===== config.mk =====
export PLATFORM = sky130hd
export DESIGN_NAME = hrx_readout
export DESIGN_NICKNAME = d
export VERILOG_FILES = /design/src/hrx_pkg.sv /design/src/hrx_fifo.sv /design/src/hrx_event_latch.sv /design/src/hrx_readout.sv
export VERILOG_INCLUDE_DIRS = /design/src /design/src/src
export SDC_FILE = /design/constraint.sdc
export NUM_CORES = 2
export LEC_CHECK = 0
export BUFFER_PORTS_ARGS = -buffer_cell sky130_fd_sc_hd__buf_4
export CORE_ASPECT_RATIO = 0.7
export CORE_MARGIN = 2
export CORE_UTILIZATION = 40
export CTS_CLUSTER_DIAMETER = 80
export CTS_CLUSTER_SIZE = 30
export DETAILED_ROUTE_END_ITERATION = 7
export HOLD_SLACK_MARGIN = 0.12
export PLACE_DENSITY = 0.61
export SLEW_MARGIN = 20
export SYNTH_ARGS = -nofsm -noshare
export SYNTH_HDL_FRONTEND = slang
export SYNTH_SLANG_ARGS = --single-unit

===== constraint.sdc =====
create_clock -name i_ref_clk -period 8 [get_ports i_ref_clk]
set_input_delay 0 -clock i_ref_clk [delete_from_list [all_inputs] [get_ports i_ref_clk]]
set_output_delay 0 -clock i_ref_clk [all_outputs]
set_load 0.03 [all_outputs]

===== src/hrx_params.svh =====
// Offsets, field positions, reset values and sizes for the receive FIFO readout
`ifndef HRX_PARAMS_SVH
`define HRX_PARAMS_SVH
`define HRX_OFF_CTRL 8'hB0
`define HRX_OFF_STATUS 8'hB4
`define HRX_OFF_LATCH 8'hB6
`define HRX_OFF_IRQ_EN 8'hB8
`define HRX_OFF_DATA 8'hBC
`define HRX_OFF_GLB_EN 8'hC0
`define HRX_ADDR_W 8
`define HRX_BIT_AVAIL 0
`define HRX_BIT_EMPTY 1
`define HRX_BIT_FULL 2
`define HRX_BIT_START 3
`define HRX_BIT_END 4
`define HRX_BIT_OVFL 7
`define HRX_EVT_MASK 16'h009D
`define HRX_CTRL_REORDER 3
`define HRX_CTRL_THR_LSB 8
`define HRX_CTRL_RESET 16'h0800
`define HRX_IRQ_EN_RESET 16'h0000
`define HRX_GLB_EN_RESET 16'h0000
`define HRX_CTRL_MASK 16'h1F08
`define HRX_GLB_EN_MASK 16'h001E
`define HRX_FIFO_DEPTH 256
`define HRX_GROUP_BYTES 8
`endif


===== src/hrx_pkg.sv =====
// Types shared by the receive FIFO readout
package hrx_pkg;
  typedef enum logic [2:0] {
    HRX_PS_MIDDLE = 3'h0,
    HRX_PS_START = 3'h1,
    HRX_PS_RSV2 = 3'h2,
    HRX_PS_RSV3 = 3'h3,
    HRX_PS_END_GOOD = 3'h4,
    HRX_PS_END_FCS = 3'h5,
    HRX_PS_END_NONINT = 3'h6,
    HRX_PS_END_ABORT = 3'h7
  } hrx_pkt_status_t;
  typedef enum logic [1:0] {
    HRX_BUS_IDLE = 2'h0,
    HRX_BUS_ACK = 2'h1
  } hrx_bus_state_t;
endpackage : hrx_pkg


===== src/hrx_fifo.sv =====
// Byte FIFO with packet status tags and fill level
`timescale 1ns/1ns
`include "hrx_params.svh"
module hrx_fifo #(
  parameter int DEPTH = `HRX_FIFO_DEPTH,
  parameter int AW = $clog2(DEPTH)
) (
  input wire logic i_ref_clk,
  input wire logic i_rstn,
  input wire logic i_push,
  input wire logic [7:0] i_byte,
  input wire hrx_pkg::hrx_pkt_status_t i_status,
  input wire logic i_pop,
  output logic [7:0] o_byte,
  output hrx_pkg::hrx_pkt_status_t o_status,
  output logic [AW:0] o_level,
  output logic o_push_ok
);
  import hrx_pkg::*;
  logic [10:0] mem [DEPTH];
  logic [AW-1:0] wr_ptr_reg;
  logic [AW-1:0] rd_ptr_reg;
  logic [AW:0] level_reg;
  wire full = (level_reg == (AW+1)'(DEPTH));
  wire empty = (level_reg == '0);
  wire do_pop = i_pop && !empty;
  // A pop in the same cycle frees the slot, so a full FIFO still takes the byte
  wire do_push = i_push && (!full || do_pop);
  assign o_push_ok = do_push;
  assign o_level = level_reg;
  assign o_byte = mem[rd_ptr_reg][7:0];
  assign o_status = hrx_pkt_status_t'(mem[rd_ptr_reg][10:8]);
  always_ff @(posedge i_ref_clk) begin
    if (do_push) begin
      mem[wr_ptr_reg] <= {i_status, i_byte};
    end
  end
  always_ff @(posedge i_ref_clk or negedge i_rstn) begin
    if (!i_rstn) begin
      wr_ptr_reg <= '0;
      rd_ptr_reg <= '0;
      level_reg <= '0;
    end else begin
      if (do_push) begin
        wr_ptr_reg <= wr_ptr_reg + 1'b1;
      end
      if (do_pop) begin
        rd_ptr_reg <= rd_ptr_reg + 1'b1;
      end
      level_reg <= level_reg + (AW+1)'(do_push) - (AW+1)'(do_pop);
    end
  end
endmodule : hrx_fifo


===== src/hrx_event_latch.sv =====
// Sticky event bits, write-one-to-clear, set wins over clear
`timescale 1ns/1ns
module hrx_event_latch #(
  parameter int W = 16
) (
  input wire logic i_ref_clk,
  input wire logic i_rstn,
  input wire logic [W-1:0] i_set,
  input wire logic [W-1:0] i_clear,
  output logic [W-1:0] o_latched
);
  logic [W-1:0] latch_reg;
  logic [W-1:0] latch_next;
  assign latch_next = (latch_reg & ~i_clear) | i_set;
  assign o_latched = latch_reg;
  always_ff @(posedge i_ref_clk or negedge i_rstn) begin
    if (!i_rstn) begin
      latch_reg <= '0;
    end else begin
      latch_reg <= latch_next;
    end
  end
endmodule : hrx_event_latch


===== src/hrx_readout.sv =====
// Host-side status, event latch, interrupt enable and data readout of the receive FIFO
`timescale 1ns/1ns
`include "hrx_params.svh"
module hrx_readout #(
  parameter int DEPTH = `HRX_FIFO_DEPTH,
  parameter logic [1:0] PORT_INDEX = 2'h0
) (
  input wire logic i_ref_clk,
  input wire logic i_rstn,
  input wire logic [`HRX_ADDR_W-1:0] i_avs_address,
  input wire logic i_avs_read,
  input wire logic i_avs_write,
  input wire logic [15:0] i_avs_writedata,
  input wire logic [1:0] i_avs_byteenable,
  output logic [15:0] o_avs_readdata,
  output logic o_avs_waitrequest,
  input wire logic i_rx_write,
  input wire logic [7:0] i_rx_byte,
  input wire hrx_pkg::hrx_pkt_status_t i_rx_status,
  output logic o_irq
);
  import hrx_pkg::*;
  localparam int AW = $clog2(DEPTH);

  hrx_bus_state_t bus_state_reg;
  logic [15:0] ctrl_reg;
  logic [15:0] irq_en_reg;
  logic [15:0] glb_en_reg;
  logic [15:0] readdata_reg;
  logic irq_reg;
  logic [7:0] data_byte_reg;
  logic [2:0] data_status_reg;
  logic avail_prev_reg;
  logic full_prev_reg;

  logic [7:0] fifo_byte;
  hrx_pkt_status_t fifo_status;
  logic [AW:0] fifo_level;
  logic push_ok;
  logic [15:0] latched;

  function automatic logic [7:0] bit_reverse(input logic [7:0] b);
    logic [7:0] r;
    r = '0;
    for (int k = 0; k < 8; k++) begin
      r[k] = b[7-k];
    end
    return r;
  endfunction : bit_reverse

  // Bus decode
  wire req = i_avs_read || i_avs_write;
  wire take = req && (bus_state_reg == HRX_BUS_IDLE);
  wire rd_take = take && i_avs_read;
  wire wr_take = take && i_avs_write;
  wire hit_ctrl = (i_avs_address == `HRX_OFF_CTRL);
  wire hit_status = (i_avs_address == `HRX_OFF_STATUS);
  wire hit_latch = (i_avs_address == `HRX_OFF_LATCH);
  wire hit_irq_en = (i_avs_address == `HRX_OFF_IRQ_EN);
  wire hit_data = (i_avs_address == `HRX_OFF_DATA);
  wire hit_glb = (i_avs_address == `HRX_OFF_GLB_EN);
  wire [15:0] be_mask = {{8{i_avs_byteenable[1]}}, {8{i_avs_byteenable[0]}}};

  wire [4:0] thr_groups = ctrl_reg[`HRX_CTRL_THR_LSB +: 5];
  wire [AW+3:0] thr_bytes = (AW+4)'(thr_groups) * (AW+4)'(`HRX_GROUP_BYTES);
  wire live_avail = ((AW+4)'(fifo_level) >= thr_bytes);
  wire live_empty = (fifo_level == '0);
  wire live_full = (fifo_level == (AW+1)'(DEPTH));
  wire [15:0] live_status = {13'h0000, live_full, live_empty, live_avail};

  // pop only on a read of the upper byte of the data register
  wire upper_rd = rd_take && hit_data && i_avs_byteenable[1];
  wire pop = upper_rd && !live_empty;

  // earliest bit in bit 0 unless reordering
  wire [7:0] ordered_byte = ctrl_reg[`HRX_CTRL_REORDER] ? bit_reverse(i_rx_byte) : i_rx_byte;
  // Pop and push in one cycle frees room, so overflow only when truly full
  wire overflow = i_rx_write && live_full && !pop;

  // Event sources
  wire [15:0] evt_set;
  assign evt_set[`HRX_BIT_OVFL] = overflow;
  assign evt_set[`HRX_BIT_END] = push_ok && i_rx_status[2];
  assign evt_set[`HRX_BIT_START] = push_ok && (i_rx_status == HRX_PS_START);
  assign evt_set[`HRX_BIT_FULL] = live_full && !full_prev_reg;
  assign evt_set[`HRX_BIT_AVAIL] = live_avail && !avail_prev_reg;
  assign evt_set[15:8] = 8'h00;
  assign evt_set[6:5] = 2'h0;
  assign evt_set[1] = 1'b0;

  wire [15:0] evt_clr = (wr_take && hit_latch) ?
                        (i_avs_writedata & be_mask & `HRX_EVT_MASK) : 16'h0000;

  // latched and enabled and this port globally enabled
  wire port_en = glb_en_reg[3'(PORT_INDEX) + 3'h1];
  wire irq_next = port_en && |(latched & irq_en_reg & `HRX_EVT_MASK);

  // lower byte shows status of the byte this upper read returns, or on a lower-only read of the byte the next upper read returns
  wire [15:0] data_word = upper_rd ?
      {fifo_byte, 4'h0, fifo_status, !live_empty} :
      {data_byte_reg, 4'h0, (live_empty ? data_status_reg : 3'(fifo_status)), !live_empty};

  wire [15:0] rd_mux =
      hit_ctrl ? ctrl_reg :
      hit_status ? live_status :
      hit_latch ? latched :
      hit_irq_en ? irq_en_reg :
      hit_data ? data_word :
      hit_glb ? glb_en_reg : 16'h0000;

  hrx_fifo #(
    .DEPTH(DEPTH),
    .AW(AW)
  ) u_fifo (
    .i_ref_clk(i_ref_clk),
    .i_rstn(i_rstn),
    .i_push(i_rx_write),
    .i_byte(ordered_byte),
    // packet status tag stored with each byte
    .i_status(i_rx_status),
    .i_pop(pop),
    .o_byte(fifo_byte),
    .o_status(fifo_status),
    .o_level(fifo_level),
    .o_push_ok(push_ok)
  );

  hrx_event_latch #(
    .W(16)
  ) u_latch (
    .i_ref_clk(i_ref_clk),
    .i_rstn(i_rstn),
    .i_set(evt_set),
    .i_clear(evt_clr),
    .o_latched(latched)
  );

  // One wait cycle per access, answer on the following edge
  always_ff @(posedge i_ref_clk or negedge i_rstn) begin
    if (!i_rstn) begin
      bus_state_reg <= HRX_BUS_IDLE;
    end else begin
      unique case (bus_state_reg)
        HRX_BUS_IDLE: begin
          if (req) begin
            bus_state_reg <= HRX_BUS_ACK;
          end
        end
        HRX_BUS_ACK: begin
          bus_state_reg <= HRX_BUS_IDLE;
        end
        default: begin
          bus_state_reg <= HRX_BUS_IDLE;
        end
      endcase
    end
  end

  // Waitrequest stays high except in the answer cycle
  always_ff @(posedge i_ref_clk or negedge i_rstn) begin
    if (!i_rstn) begin
      o_avs_waitrequest <= 1'b1;
    end else begin
      o_avs_waitrequest <= !take;
    end
  end

  always_ff @(posedge i_ref_clk or negedge i_rstn) begin
    if (!i_rstn) begin
      readdata_reg <= 16'h0000;
    end else if (rd_take) begin
      readdata_reg <= rd_mux;
    end
  end
  assign o_avs_readdata = readdata_reg;

  always_ff @(posedge i_ref_clk or negedge i_rstn) begin
    if (!i_rstn) begin
      ctrl_reg <= `HRX_CTRL_RESET;
      irq_en_reg <= `HRX_IRQ_EN_RESET;
      glb_en_reg <= `HRX_GLB_EN_RESET;
    end else if (wr_take) begin
      if (hit_ctrl) begin
        ctrl_reg <= (ctrl_reg & ~be_mask) | (i_avs_writedata & be_mask & `HRX_CTRL_MASK);
      end
      if (hit_irq_en) begin
        irq_en_reg <= (irq_en_reg & ~be_mask) | (i_avs_writedata & be_mask & `HRX_EVT_MASK);
      end
      if (hit_glb) begin
        glb_en_reg <= (glb_en_reg & ~be_mask) | (i_avs_writedata & be_mask & `HRX_GLB_EN_MASK);
      end
    end
  end

  // holding register follows the last upper read
  always_ff @(posedge i_ref_clk or negedge i_rstn) begin
    if (!i_rstn) begin
      data_byte_reg <= 8'h00;
      data_status_reg <= 3'h0;
    end else if (upper_rd) begin
      data_byte_reg <= fifo_byte;
      data_status_reg <= fifo_status;
    end
  end

  always_ff @(posedge i_ref_clk or negedge i_rstn) begin
    if (!i_rstn) begin
      avail_prev_reg <= 1'b0;
      full_prev_reg <= 1'b0;
      irq_reg <= 1'b0;
    end else begin
      avail_prev_reg <= live_avail;
      full_prev_reg <= live_full;
      irq_reg <= irq_next;
    end
  end
  assign o_irq = irq_reg;
endmodule : hrx_readout


==> parameters.txt <==
Parameter                              Value

Placed design
  Number of input and output port buffers inserted ... 54
  Placed standard-cell area ... roughly 120000 µm²
  Post-detailed-placement half-perimeter wirelength ... 192 mm
  Final GP Congestion ... 0.863

Power
  Largest voltage drop on the vdd net ... 0.184 mV
  Switching component of the power ... 5.90 mW
  Int Pwr ... 20.1 mW
  Net switching share of the total power ... between 20% and 30%
  Power per cell area ... 211 nW/µm²
  Leakage power figure ... 38.4 nW
  Combinational Power Share ... under 10%
  Fraction of power consumed by sequential logic ... between 60 and 70%
  Clk pwr share ... 27.1%

Synthesis
  Most frequent cells after synthesis ... edfxtp_1 (2816), mux4_2 (673), nor2_1 (328)
  Share of the synthesized area in the top cell type ... 74.2%
  Number of synthesized flops with an enable pin ... 2816
  Register bit total from synthesis ... 2926
  Post-synthesis sequential area ratio ... 76.6%
  Count of synthesis-stage warnings from yosys ... 0
  Synthesized instance count ... 5407
  Fraction of synthesis flops using an asynchronous set or reset pin ... 3.76%
  Main flop type after synthesis ... edfxtp_1
  Total nets after synthesis ... 5472
  Post-synthesis average cell area ... 21.1 µm²
  Most frequently used cell type in the post-synthesis netlist ... edfxtp_1
  Cell type contributing the most total cell area after synthesis ... edfxtp_1
  Post-synth cell types ... 87
  Synth Cell Area ... 114000 µm²
  Top cells by area in the synthesized netlist ... edfxtp_1 (74%), mux4_2 (13%), dfrtp_1 (2.4%), mux2i_1 (1.6%), nor2_1 (1.1%)

Timing
  Highest attainable clock frequency ... 0.178 GHz
  Transition time at the pin with the least slew margin ... approximately 1300 ps
  Setup repair after global routing missed its margin ... false
  Final setup viols ... 0
  Share of the clock period used by the worst path ... a little over two thirds
  Sum of negative setup slack ... 0 ps
  Setup skew after layout ... ~48 ps
  Final Max Slew Viols ... 0
  Hold Fails Final Rpt ... 0
  Max-slew headroom at the worst pin ... 11.9%
  Time the worst path needs with I/O delays and setup ... 5620 ps

Critical path
  Crit path max-delay cell type ... dfrtp_4
  Setup slack, reg-to-reg ... 2380 ps
  Signal arrival time at the worst endpoint ... 6320 ps
  Kind of critical path ... flop to flop
  CP Capture Type ... flop
  Stage delay of the slowest cell on the critical path ... 1210 ps
  Data required time of the critical path ... 8700 ps
  Reg2reg start ... u_fifo.rd_ptr_reg[0]
  Path depth of the worst reg2reg path ... 9
  List of cells traversed by the critical path ... buf_12, or3b_2, o22ai_1, a2111oi_0, nor4_1, nor3_1, o32a_1, nor2_1, or2_1
  Terminus of the critical flop-to-flop path ... o_avs_readdata[10]
  Largest fanout of any net on the critical path ... 51
  Sort of element at the start of the critical path ... flop

Clock network
  Clock transition time at the flip-flop clock pins of the worst setup and hold paths ... 120 ps
  Maximum buffer depth of the clock tree ... 3
  Total of cells resized after clock tree synthesis ... 0
  Setup Buffers After CTS ... 0
  Master cell of the clock root buffer ... clkbuf_16
  Clock latency at the later pin of the worst-skew pair ... 810 ps
  Clock buffers created by TritonCTS ... approximately 110
  Number of sinks handled by clock tree synthesis ... 2926
  TritonCTS clock tree ... yes
  H-Tree Level Count ... 3

Drt
  Number of remaining DRC errors ... 0
  WL/cell ... 33.5 µm
  Number of search-and-repair iterations in the first detailed-routing pass ... 6
  Via density per instance ... 6.11
  Vias post-DR ... 57000
  Routed Antenna Nets ... 0
  Number of design-rule violations left by the first detailed-router iteration ... 9590
  WL final ... about 310 mm

Global routing
  Maximum number of pins on one net before global-route repair ... 200
  First-pass GRT wire length ... 434 mm
  Total Routing Usage GR ... about a fifth
  Initial antenna violation count ... 24
  Final global-route overflow total ... 0
  Number of global-route vias before repair ... between 50000 and 60000

Run
  Maximum capacitance violations ... 0

Finish
  Fin nets ... 5561
  Number of flip-flops in the largest register ... 2816
  Synth-to-layout area growth ... 8.08%
  Share of post-route cells with drive strength above 1 ... 23.6%
  Final instance area ... 123000 µm²

Floorplanning
  Die outline width ... 642 µm
  Effective utilization at floorplan ... 40.3%
  # rows ... around 160
  Ports ... 60
  Die Area ... 289000 µm²
  Core area ... 283000 µm²
  Die height ... roughly 450 µm

Min path
  Hold path start ... i_avs_address[0]
  Number of cells on the worst hold path ... 6
  Type of the tightest min-delay check ... input pin to flop
  Endpoint with the worst hold slack ... o_avs_readdata[2]

Outcome
  Run status ... completed
-- layer usage --
| metal | vias to the layer above | GRT usage (%) | wire [µm] | share of wire, % |
|---|---|---|---|---|
| li1 | 22500 | - | - | - |
| met5 | - | 0 | 80 | 0.026 |
| met1 | 31000 | 32.7 | 134000 | 43 |
| met4 | 10 | 3.96 | 5490 | 1.8 |
| met2 | 3175 | 30.3 | 137000 | 44 |
| met3 | 321 | 5.51 | 36800 | 12 |
-- cells by family after synthesis --
family                   synth area share [%]
AO/OA/AOI/OAI                            3.21
XOR/XNOR                                0.169
adder cells (fa/ha/maj)                 0.259
buffers and inverters                    1.79
flip-flops                               76.6
multiplexers                             15.3
AND/OR/NAND/NOR                          2.68
-- power groups by stage --
stage	registers, mW	clock network, mW	logic (mW)
floorplan	17.4	0	1.00
global placement	17.4	0	1.71
detailed placement	17.4	0	1.76
CTS	17.1	7.09	1.80
global route	17.1	7.58	1.94
finish	17.1	7.04	1.84
-- worst max-delay path: cells and delay by family (launching register included) --
kind / cells / cell delay (ps)
buf+inv: 1 / 450
simple gates: 5 / 2110
flops: 1 / 1210
compound gates: 3 / 1700
-- cells in the final DEF (no fill, tap or decap), types with 13 or more instances in the layout --
cell type      instances
o21ai_0               50
nor2_1               125
nand2_1              121
a22o_1                20
o221ai_1              15
and3_1                19
dfrtp_1              101
a31oi_1               24
mux4_2               673
xnor2_1               17
edfxtp_1            2816
a221oi_1              30
a211oi_1              30
inv_1                 29
o22ai_1               48
nand3_1               37
nor3_1                23
clkbuf_1              21
buf_4                197
nor2b_1               24
ha_1                  22
o21ai_1               15
dlygate4sd3_1         76
a22oi_1               99
nor2_2               202
mux2_2                25
clkbuf_16            111
mux2i_1              187
a21oi_1               82
o211ai_1              13
and2_1                35
-- final cells by class --
type,instances,area [µm²]
Clock buffer,132,2860
Multi-Input combinational cell,2132,25400
Fill cell,24200,160000
Antenna cell,6,15.0
Clock inverter,9,67.6
Inverter,33,124
Tap cell,3795,4750
Timing Repair Buffer,295,2640
Sequential cell,2926,87300
-- stage by stage --
stage | cells | total power [mW] | setup WS, ps | util [%] | hold slack [ps]
after floorplan | 5407 | 18.4 | 4660 | - | -296
after global placement | 9097 | 19.1 | 2300 | 42.0 | 179
after detailed placement | 9100 | 19.2 | 2520 | 42.1 | 196
after CTS | 9320 | 26.0 | 2470 | 43.4 | 229
after global routing | 9322 | 26.6 | 2160 | 43.6 | 288
final | 9328 | 26.0 | 2380 | 43.6 | 269
-- how the worst max path moves through the flow --
stage / endpoint / startpoint / slack (ps)
final: o_avs_readdata[10] / u_fifo.rd_ptr_reg[0] / 2380
after global routing: o_avs_readdata[1] / u_fifo.rd_ptr_reg[0] / 2160
after CTS: o_avs_readdata[1] / u_fifo.rd_ptr_reg[0] / 2470
after detailed placement: o_avs_readdata[10] / u_fifo.rd_ptr_reg[0] / 2520
after global placement: o_avs_readdata[2] / u_fifo.rd_ptr_reg[0] / 2300
after floorplan: u_fifo.o_level[8] / u_fifo.o_level[6] / 4660
-- timing repair --
action	4_1_cts	5_1_grt
hold endpoints to repair	673	0
setup endpoints to repair	0	0
hold buffers	79	0
(Power assumes the default switching activity.)
